==> src/alu_subset_pkg.sv <==
package alu_subset_pkg;

    // Datapath and file geometry
    localparam int DATA_W     = 8;
    localparam int FILE_DEPTH = 128;
    localparam int FILE_AW    = 7;
    localparam int APB_AW     = 8;

    // Register byte offsets
    localparam logic [7:0] ADDR_CMD    = 8'h00;
    localparam logic [7:0] ADDR_WREG   = 8'h04;
    localparam logic [7:0] ADDR_STATUS = 8'h08;
    localparam logic [7:0] ADDR_FADDR  = 8'h0C;
    localparam logic [7:0] ADDR_FDATA  = 8'h10;

    // Command word layout
    localparam int CMD_LIT_LSB   = 0;
    localparam int CMD_FADDR_LSB = 8;
    localparam int CMD_SEL_LSB   = 16;
    localparam int CMD_OP_LSB    = 24;

    // Status word layout
    localparam int STAT_C_BIT  = 0;
    localparam int STAT_DC_BIT = 1;
    localparam int STAT_Z_BIT  = 2;
    localparam int STAT_OP_LSB = 8;

    // Values after reset
    localparam logic [7:0]  W_RST      = 8'h00;
    localparam logic        FLAG_RST   = 1'b0;
    localparam logic [6:0]  FADDR_RST  = 7'h00;
    localparam logic [31:0] PRDATA_RST = 32'h0000_0000;

    typedef enum logic [3:0] {
        nop_op            = 4'h0,
        add_immediate_op  = 4'h1,
        add_file_op       = 4'h2,
        and_immediate_op  = 4'h3,
        and_file_op       = 4'h4,
        or_immediate_op   = 4'h5,
        or_file_op        = 4'h6,
        bit_clear_op      = 4'h7,
        bit_set_op        = 4'h8,
        load_immediate_op = 4'h9,
        store_working_op  = 4'hA,
        move_file_op      = 4'hB
    } op_type;

    typedef enum logic [2:0] {
        st_idle   = 3'b000,
        st_bus_rd = 3'b001,
        st_answer = 3'b010,
        st_exec   = 3'b011
    } fsm_type;

endpackage

==> src/file_ram.sv <==
`timescale 1ns/1ps
module file_ram #(
    parameter int WIDTH = 8,
    parameter int DEPTH = 128,
    parameter int AW    = 7
) (
    // Clock and reset
    input  wire logic             pclk,
    input  wire logic             presetn,
    // Access port
    input  wire logic             re,
    input  wire logic             we,
    input  wire logic [AW-1:0]    addr,
    input  wire logic [WIDTH-1:0] wdata,
    output logic      [WIDTH-1:0] rdata
);
    if (DEPTH != (1 << AW) || WIDTH < 1) begin : g_bad_geometry
        $error("file_ram: DEPTH must equal 2**AW");
    end

    logic [WIDTH-1:0] mem [DEPTH];

    // Contents are not reset; software must load what it uses
    always_ff @(posedge pclk) begin
        if (we) begin
            mem[addr] <= wdata;
        end
    end

    always_ff @(posedge pclk or negedge presetn) begin
        if (!presetn) begin
            rdata <= '0;
        end else if (re) begin
            rdata <= mem[addr];
        end
    end
endmodule

==> src/accumulator_alu_subset.sv <==
//Contract
//- Add immediate: W plus 8-bit literal into W, updates carry, digit carry, zero.
//- Add file: W plus file register 0..127, updates carry, digit carry, zero.
//- File ops: select 0 sends result to W, select 1 back to file register.
//- AND file: W and file register, routed by select, only zero flag changes.
//- AND immediate: W and literal into W, only zero flag changes.
//- OR immediate: W or literal into W, only zero flag changes.
//- OR file: W or file register, to file when select 1, only zero changes.
//- Bit clear: chosen bit 0..7 of file register forced low, flags untouched.
//- Bit set: chosen bit of file register forced high, flags untouched.
//- Load immediate: literal into W, flags untouched.
//- Store working: W copied into file register, flags untouched.
//- Move file: file register to destination, zero flag updated as a test.
`timescale 1ns/1ps
module accumulator_alu_subset
    import alu_subset_pkg::*;
#(
    parameter int DEPTH = FILE_DEPTH
) (
    // Clock and reset
    input  wire logic              pclk,
    input  wire logic              presetn,
    // APB slave
    input  wire logic              psel,
    input  wire logic              penable,
    input  wire logic              pwrite,
    input  wire logic [APB_AW-1:0] paddr,
    input  wire logic [31:0]       pwdata,
    input  wire logic [3:0]        pstrb,
    output logic      [31:0]       prdata,
    output logic                   pready,
    output logic                   pslverr
);
    if (DEPTH != FILE_DEPTH) begin : g_bad_depth
        $error("accumulator_alu_subset: file depth must match 7-bit file address");
    end

    typedef struct packed {
        fsm_type     fsm;
        logic [7:0]  w;
        logic        c;
        logic        dc;
        logic        z;
        op_type      op;
        logic [7:0]  lit;
        logic [6:0]  faddr;
        logic [2:0]  sel;
        logic [6:0]  faddr_sw;
        logic        pready;
        logic        pslverr;
        logic [31:0] prdata;
    } state_type;

    state_type st_q;
    state_type st_d;

    logic             mem_re;
    logic             mem_we;
    logic [6:0]       mem_addr;
    logic [7:0]       mem_wdata;
    logic [7:0]       mem_rdata;
    logic             exec;
    logic             imm_op;
    logic             file_dest_op;
    logic             updates_z;
    logic [7:0]       opnd;
    logic [8:0]       sum9;
    logic [4:0]       hsum5;
    logic [7:0]       sum_lo;
    logic             carry_out;
    logic             digit_out;
    logic [7:0]       res;
    logic             res_zero;
    logic [2:0]       flags;
    logic [31:0]      rd_word;
    logic             rd_hit;

    function automatic logic [7:0] bit_mask(input logic [2:0] pos);
        bit_mask = 8'h01 << pos;
    endfunction

    file_ram #(
        .WIDTH (DATA_W),
        .DEPTH (DEPTH),
        .AW    (FILE_AW)
    ) u_file (
        .pclk    (pclk),
        .presetn (presetn),
        .re      (mem_re),
        .we      (mem_we),
        .addr    (mem_addr),
        .wdata   (mem_wdata),
        .rdata   (mem_rdata)
    );

    // Datapath; file operand is the registered read issued one cycle earlier
    assign exec   = (st_q.fsm == st_exec);
    assign imm_op = (st_q.op == add_immediate_op) || (st_q.op == and_immediate_op) ||
                    (st_q.op == or_immediate_op) || (st_q.op == load_immediate_op);
    assign file_dest_op = (st_q.op == add_file_op) || (st_q.op == and_file_op) ||
                          (st_q.op == or_file_op) || (st_q.op == move_file_op);
    assign updates_z = file_dest_op || (st_q.op == add_immediate_op) ||
                       (st_q.op == and_immediate_op) || (st_q.op == or_immediate_op);
    assign opnd      = imm_op ? st_q.lit : mem_rdata;
    assign sum9      = {1'b0, st_q.w} + {1'b0, opnd};
    assign hsum5     = {1'b0, st_q.w[3:0]} + {1'b0, opnd[3:0]};
    assign sum_lo    = sum9[7:0];
    assign carry_out = sum9[8];
    assign digit_out = hsum5[4];
    assign res_zero  = (res == 8'h00);
    assign flags     = {st_q.z, st_q.dc, st_q.c};

    always_comb begin
        case (st_q.op)
            add_immediate_op,
            add_file_op:       res = sum_lo;
            and_immediate_op,
            and_file_op:       res = st_q.w & opnd;
            or_immediate_op,
            or_file_op:        res = st_q.w | opnd;
            bit_clear_op:      res = mem_rdata & ~bit_mask(st_q.sel);
            bit_set_op:        res = mem_rdata | bit_mask(st_q.sel);
            load_immediate_op: res = st_q.lit;
            store_working_op:  res = st_q.w;
            move_file_op:      res = mem_rdata;
            default:           res = st_q.w;
        endcase
    end

    // Register read view
    always_comb begin
        rd_word = 32'h0000_0000;
        rd_hit  = 1'b1;
        case (paddr)
            ADDR_CMD: begin
                rd_word[CMD_LIT_LSB +: 8]   = st_q.lit;
                rd_word[CMD_FADDR_LSB +: 7] = st_q.faddr;
                rd_word[CMD_SEL_LSB +: 3]   = st_q.sel;
                rd_word[CMD_OP_LSB +: 4]    = st_q.op;
            end
            ADDR_WREG:   rd_word[7:0] = st_q.w;
            ADDR_STATUS: begin
                rd_word[STAT_C_BIT]       = st_q.c;
                rd_word[STAT_DC_BIT]      = st_q.dc;
                rd_word[STAT_Z_BIT]       = st_q.z;
                rd_word[STAT_OP_LSB +: 4] = st_q.op;
            end
            ADDR_FADDR:  rd_word[6:0] = st_q.faddr_sw;
            ADDR_FDATA:  rd_word = 32'h0000_0000;
            default:     rd_hit = 1'b0;
        endcase
    end

    always_comb begin
        st_d         = st_q;
        st_d.pready  = 1'b0;
        st_d.pslverr = 1'b0;
        mem_re       = 1'b0;
        mem_we       = 1'b0;
        mem_addr     = st_q.faddr_sw;
        mem_wdata    = st_q.w;
        case (st_q.fsm)
            st_idle: begin
                // Taken from setup or from an access phase held during execution
                if (psel) begin
                    if (!pwrite && paddr == ADDR_FDATA) begin
                        mem_re   = 1'b1;
                        st_d.fsm = st_bus_rd;
                    end else begin
                        st_d.pready  = 1'b1;
                        st_d.pslverr = !rd_hit;
                        st_d.prdata  = (pwrite || !rd_hit) ? 32'h0000_0000 : rd_word;
                        st_d.fsm     = st_answer;
                    end
                end
            end
            st_bus_rd: begin
                st_d.prdata = {24'h000000, mem_rdata};
                st_d.pready = 1'b1;
                st_d.fsm    = st_answer;
            end
            st_answer: begin
                st_d.fsm = st_idle;
                if (psel && penable && pwrite && !st_q.pslverr) begin
                    case (paddr)
                        ADDR_CMD: begin
                            st_d.lit   = pwdata[CMD_LIT_LSB +: 8];
                            st_d.faddr = pwdata[CMD_FADDR_LSB +: 7];
                            st_d.sel   = pwdata[CMD_SEL_LSB +: 3];
                            st_d.op    = op_type'(pwdata[CMD_OP_LSB +: 4]);
                            mem_re     = 1'b1;
                            mem_addr   = pwdata[CMD_FADDR_LSB +: 7];
                            st_d.fsm   = st_exec;
                        end
                        ADDR_WREG: begin
                            if (pstrb[0]) begin
                                st_d.w = pwdata[7:0];
                            end
                        end
                        ADDR_STATUS: begin
                            if (pstrb[0]) begin
                                st_d.c  = pwdata[STAT_C_BIT];
                                st_d.dc = pwdata[STAT_DC_BIT];
                                st_d.z  = pwdata[STAT_Z_BIT];
                            end
                        end
                        ADDR_FADDR: begin
                            if (pstrb[0]) begin
                                st_d.faddr_sw = pwdata[6:0];
                            end
                        end
                        ADDR_FDATA: begin
                            mem_we    = pstrb[0];
                            mem_wdata = pwdata[7:0];
                        end
                        default: begin
                        end
                    endcase
                end
            end
            st_exec: begin
                st_d.fsm  = st_idle;
                mem_addr  = st_q.faddr;
                mem_wdata = res;
                if (imm_op) begin
                    st_d.w = res;
                end else if (file_dest_op) begin
                    if (st_q.sel[0]) begin
                        mem_we = 1'b1;
                    end else begin
                        st_d.w = res;
                    end
                end else if (st_q.op == bit_clear_op || st_q.op == bit_set_op ||
                             st_q.op == store_working_op) begin
                    mem_we = 1'b1;
                end
                if (updates_z) begin
                    st_d.z = res_zero;
                end
                if (st_q.op == add_immediate_op || st_q.op == add_file_op) begin
                    st_d.c  = carry_out;
                    st_d.dc = digit_out;
                end
            end
            default: st_d.fsm = st_idle;
        endcase
    end

    always_ff @(posedge pclk or negedge presetn) begin
        if (!presetn) begin
            st_q <= '{fsm: st_idle, w: W_RST, c: FLAG_RST, dc: FLAG_RST, z: FLAG_RST,
                      op: nop_op, lit: 8'h00, faddr: FADDR_RST, sel: 3'h0,
                      faddr_sw: FADDR_RST, pready: 1'b0, pslverr: 1'b0,
                      prdata: PRDATA_RST};
        end else begin
            st_q <= st_d;
        end
    end

    assign prdata  = st_q.prdata;
    assign pready  = st_q.pready;
    assign pslverr = st_q.pslverr;

    // Checks on the datapath and on the error answer
    chk_add_lit_sum: assert property (@(posedge pclk) disable iff (!presetn)
        exec && st_q.op == add_immediate_op |=>
            st_q.w == $past(sum_lo) && st_q.z == ($past(sum_lo) == 8'h00))
        else $error("add immediate result wrong");

    chk_add_file_w: assert property (@(posedge pclk) disable iff (!presetn)
        exec && st_q.op == add_file_op && !st_q.sel[0] |=>
            st_q.w == $past(sum_lo) && st_q.c == $past(carry_out))
        else $error("add file result wrong");

    chk_dest_file: assert property (@(posedge pclk) disable iff (!presetn)
        exec && file_dest_op && st_q.sel[0] |->
            mem_we && mem_addr == st_q.faddr && mem_wdata == res ##1 $stable(st_q.w))
        else $error("file destination not written");

    chk_dest_work: assert property (@(posedge pclk) disable iff (!presetn)
        exec && file_dest_op && !st_q.sel[0] |-> !mem_we ##1 st_q.w == $past(res))
        else $error("working destination not written");

    chk_and_file_flags: assert property (@(posedge pclk) disable iff (!presetn)
        exec && st_q.op == and_file_op |=> $stable(st_q.c) && $stable(st_q.dc))
        else $error("and file touched carry flags");

    chk_and_lit_w: assert property (@(posedge pclk) disable iff (!presetn)
        exec && st_q.op == and_immediate_op |=>
            st_q.w == ($past(st_q.w) & $past(st_q.lit)) && $stable(st_q.c))
        else $error("and immediate wrong");

    chk_or_lit_w: assert property (@(posedge pclk) disable iff (!presetn)
        exec && st_q.op == or_immediate_op |=>
            st_q.w == ($past(st_q.w) | $past(st_q.lit)) && $stable(st_q.dc))
        else $error("or immediate wrong");

    chk_or_file_back: assert property (@(posedge pclk) disable iff (!presetn)
        exec && st_q.op == or_file_op && st_q.sel[0] |->
            mem_we && mem_wdata == (st_q.w | mem_rdata))
        else $error("or file write back wrong");

    chk_bit_clear: assert property (@(posedge pclk) disable iff (!presetn)
        exec && st_q.op == bit_clear_op |->
            mem_we && !mem_wdata[st_q.sel] ##1 $stable(flags))
        else $error("bit clear wrong");

    chk_bit_set: assert property (@(posedge pclk) disable iff (!presetn)
        exec && st_q.op == bit_set_op |->
            mem_we && mem_wdata == (mem_rdata | bit_mask(st_q.sel)) ##1 $stable(flags))
        else $error("bit set wrong");

    chk_load_imm: assert property (@(posedge pclk) disable iff (!presetn)
        exec && st_q.op == load_immediate_op |=>
            st_q.w == $past(st_q.lit) && $stable(flags))
        else $error("load immediate wrong");

    chk_store_work: assert property (@(posedge pclk) disable iff (!presetn)
        exec && st_q.op == store_working_op |->
            mem_we && mem_wdata == st_q.w ##1 $stable(flags))
        else $error("store working wrong");

    chk_move_test: assert property (@(posedge pclk) disable iff (!presetn)
        exec && st_q.op == move_file_op && st_q.sel[0] |->
            mem_we && mem_wdata == mem_rdata ##1 st_q.z == ($past(mem_rdata) == 8'h00))
        else $error("move file test wrong");

    chk_zero_flag: assert property (@(posedge pclk) disable iff (!presetn)
        exec && updates_z |=> st_q.z == ($past(res) == 8'h00))
        else $error("zero flag wrong");

    chk_digit_carry: assert property (@(posedge pclk) disable iff (!presetn)
        exec && (st_q.op == add_immediate_op || st_q.op == add_file_op) |=>
            st_q.dc == $past(digit_out) && st_q.c == $past(carry_out))
        else $error("carry flags wrong");

    chk_pready_pulse: assert property (@(posedge pclk) disable iff (!presetn)
        pready && pslverr |-> prdata == 32'h0000_0000 ##1 !pready)
        else $error("error answer malformed");
endmodule

==> config.mk <==
export PLATFORM = sky130hd
export DESIGN_NAME = accumulator_alu_subset
export DESIGN_NICKNAME = d
export VERILOG_FILES = /design/src/alu_subset_pkg.sv /design/src/file_ram.sv /design/src/accumulator_alu_subset.sv
export SDC_FILE = /design/constraint.sdc
export NUM_CORES = 1
export LEC_CHECK = 0
export BUFFER_PORTS_ARGS = -buffer_cell sky130_fd_sc_hd__buf_4
export CAP_MARGIN = 20
export CORE_ASPECT_RATIO = 1.1
export CORE_MARGIN = 4
export CORE_UTILIZATION = 35
export CTS_CLUSTER_DIAMETER = 200
export DETAILED_ROUTE_END_ITERATION = 10
export SYNTH_ARGS = -nofsm -noshare
export SYNTH_HDL_FRONTEND = slang
export SYNTH_SLANG_ARGS = --single-unit
==> constraint.sdc <==
create_clock -name pclk -period 6.2 [get_ports pclk]
set_input_delay 0.31 -clock pclk [delete_from_list [all_inputs] [get_ports pclk]]
set_output_delay 0.31 -clock pclk [all_outputs]
set_load 0.05 [all_outputs]
==> metrics.csv <==
metric,value,unit
core,130600,um^2
critPathMaxFanout,32,
ant_nets,0,
finalSetupViolations,0,
die-height,388.6,um
grt_overflow,0,
port_buffers,59,
start_util,0.3529,
worst_pin_slew,1210,ps
clkTransAtPathRegs,60,ps
grt_pass1_wl,214900,um
cts_buffers,108,
synth_top_area_frac,0.6672,
cellPowerDensity,281.6,nW/um^2
arrival,5890,ps
cts_tree,yes,
ir_drop,0.2249,mV
worstSetupStartpoint,st_q[75],
yosys_warnings,0,
nets,3571,
final_common_cell,edfxtp_1,
pin_count,83,
synthFlopType,edfxtp_1,
slew_violations,0,
cap_violations,0,
status,"finished, final reports clean",
postCtsSetupBuffers,0,
clock.fmax,189.1,MHz
yosys-top-cells-area,"edfxtp_1 67%, dfrtp_1 4.0%, nand2_1 3.7%",
leakage,19.08,nW
cp-end-kind,flop,
crit_top_cell,buf_4,
rr_worst_depth,12,
drive_above_1_share,0.1578,
seq_area_frac_synth,0.7073,
hp-class,input pin to async pin,
cp_cell_sequence,"nand3b_1, or4_1, nand3_4, buf_12, buf_4, mux2i_1, o21ai_0, a222oi_1, o2111ai_1, a2111oi_0, buf_4, a31oi_1",
syn-instance-count,3312,
drtIter0Drc,3705,
min_period,5288,ps
post-route-drc-count,0,
critPathKind,flop to flop,
cpMaxStageDelayCell,a2111oi_0,
drt-pass1-iter-count,7,
grt_max_degree,129,
die_width,354,um
wl,149700,um
die_area,137600,um^2
crit_required,6800,ps
vias,31160,
gp_congestion,0.9504,
n_fill_cell,11950,
fin_tns_setup,0,ps
rrSetupSlack,910,ps
start_kind,flop,
yosys.area.top_type,edfxtp_1,
grtUsageTotal,0.2109,
clock_path_buffers,3,
cpPeakStageDelay,850,ps
grt_antenna_before_repair,3,
area_delta_synth_final,15.86,%
clock_sinks,1098,
worst_r2r_endpoint,u_file.rdata[7],
fin_area,53400,um^2
layout_common_cells,"1024 x edfxtp_1, 452 x nand2_1, 287 x buf_4",
cts_root_buf,clkbuf_16,
synth.avg_cell_area,13.92,um^2
hpwl,94330,um
crit_end,u_file.rdata[7],
synth_area,46090,um^2
finalClockSkew,43.36,ps
clk_latency,720,ps
slew_headroom,0.1916,
multi_input_area,12270,um^2
rsz0062_at_grt,no,
synth_edf_count,1024,
ys_types,87,
async_flop_share,0.06740,
seqCellArea,32600,um^2
placed_area,49710,um^2
r2r_start,st_q[75],
hold_violations,0,
wl_per_cell,27.95,um
htreeDepth,3,
ys_ff_latch,1098,
viasPerCell,5.816,
std_cell_rows,139,
grt_pass1_vias,29690,
fin_crit_sh,0.8530,
==> area by class of cell <==
cell class                      instances  area share
Antenna cell                            2  0.00009373
Timing Repair Buffer                  327     0.05150
Multi-Input combinational cell       1930      0.2299
Clock inverter                         58     0.01054
Clock buffer                          140     0.05324
Tap cell                             1762     0.04129
Inverter                               40    0.002952
Sequential cell                      1098      0.6105
==> how the worst min path moves through the flow <==
stage,start,end
6_report,presetn,st_q[43]
3_3_place_gp,prdata[9],prdata[9]
5_1_grt,paddr[0],pslverr
4_1_cts,paddr[0],pslverr
2_1_floorplan,presetn,flags[0]
3_5_place_dp,prdata[9],prdata[9]
==> cell families (layout without fill, tap and decap cells) <==
logic type	count (synthesis)	in the layout	synth area share
flops	1098	1098	0.7073
xor+xnor	3	3	0.0005702
other cells	1	12	0.00008136
fa+ha+maj	17	17	0.004778
simple gates	952	952	0.09189
mux	232	232	0.05247
compound gates	716	716	0.1122
buf+inv	293	565	0.03065
==> synth_stat cells (49+ instances only) <==
cell type,count
a21oi_1,120
a221oi_1,65
a22oi_1,53
a31oi_1,51
buf_2,85
buf_4,49
clkbuf_1,97
dfrtp_1,74
edfxtp_1,1024
mux2_2,67
mux2i_1,164
nand2_1,453
nand3_1,119
nor2_1,202
nor3_1,51
o21ai_0,88
==> critical path: cells and delay by family, from the launching register on <==
kind / cells / cell delay (ps)
AOI/OAI and AO/OA: 5 / 1700
buffers and inverters: 3 / 1000
muxes: 1 / 220
DFF: 1 / 800
and+or+nand+nor: 3 / 1400
==> registers in the layout, indices dropped and copies added, names as in the netlist <==
| register | flops |
|---|---|
| pslverr | 1 |
| u_file.mem | 1024 |
| u_file.rdata | 8 |
| flags | 3 |
| pready | 1 |
| prdata | 22 |
| st_q | 39 |
==> per-layer routing <==
metal	global-route usage	vias to the layer above	part of all wire
met5	0	-	0.000073
met1	0.2829	15780	0.40
met2	0.3336	1749	0.46
met3	0.03627	349	0.094
li1	-	13280	-
met4	0.1018	2	0.053
==> per-stage QoR <==
stage | power, mW | util | instances | setup slack (ps) | hold slack, ps
after global routing | 15.45 | 0.4088 | 5355 | 652.7 | 144.1
after CTS | 15.08 | 0.4084 | 5353 | 925.8 | 91.97
after global placement | 8.741 | 0.3804 | 5130 | 552.2 | 469.2
after floorplan | 8.512 | - | 3321 | 204.8 | 14.41
final | 15.03 | 0.4088 | 5357 | 911.5 | 108.3
after detailed placement | 8.746 | 0.3806 | 5133 | 429.3 | 480.1
==> timing repair <==
item,CTS,global route
endpoints found under the hold margin,112,0
hold buffers,22,0
endpoints found under the setup margin,0,0
gates resized for setup,0,0
==> report_power, final <==
group          internal (mW)  leakage, nW  switching (mW)
registers               8.04         10.5          0.0426
logic                  0.145         6.90           0.389
clock network           3.57         1.65            2.84
Power figures use the tool's default switching activity.
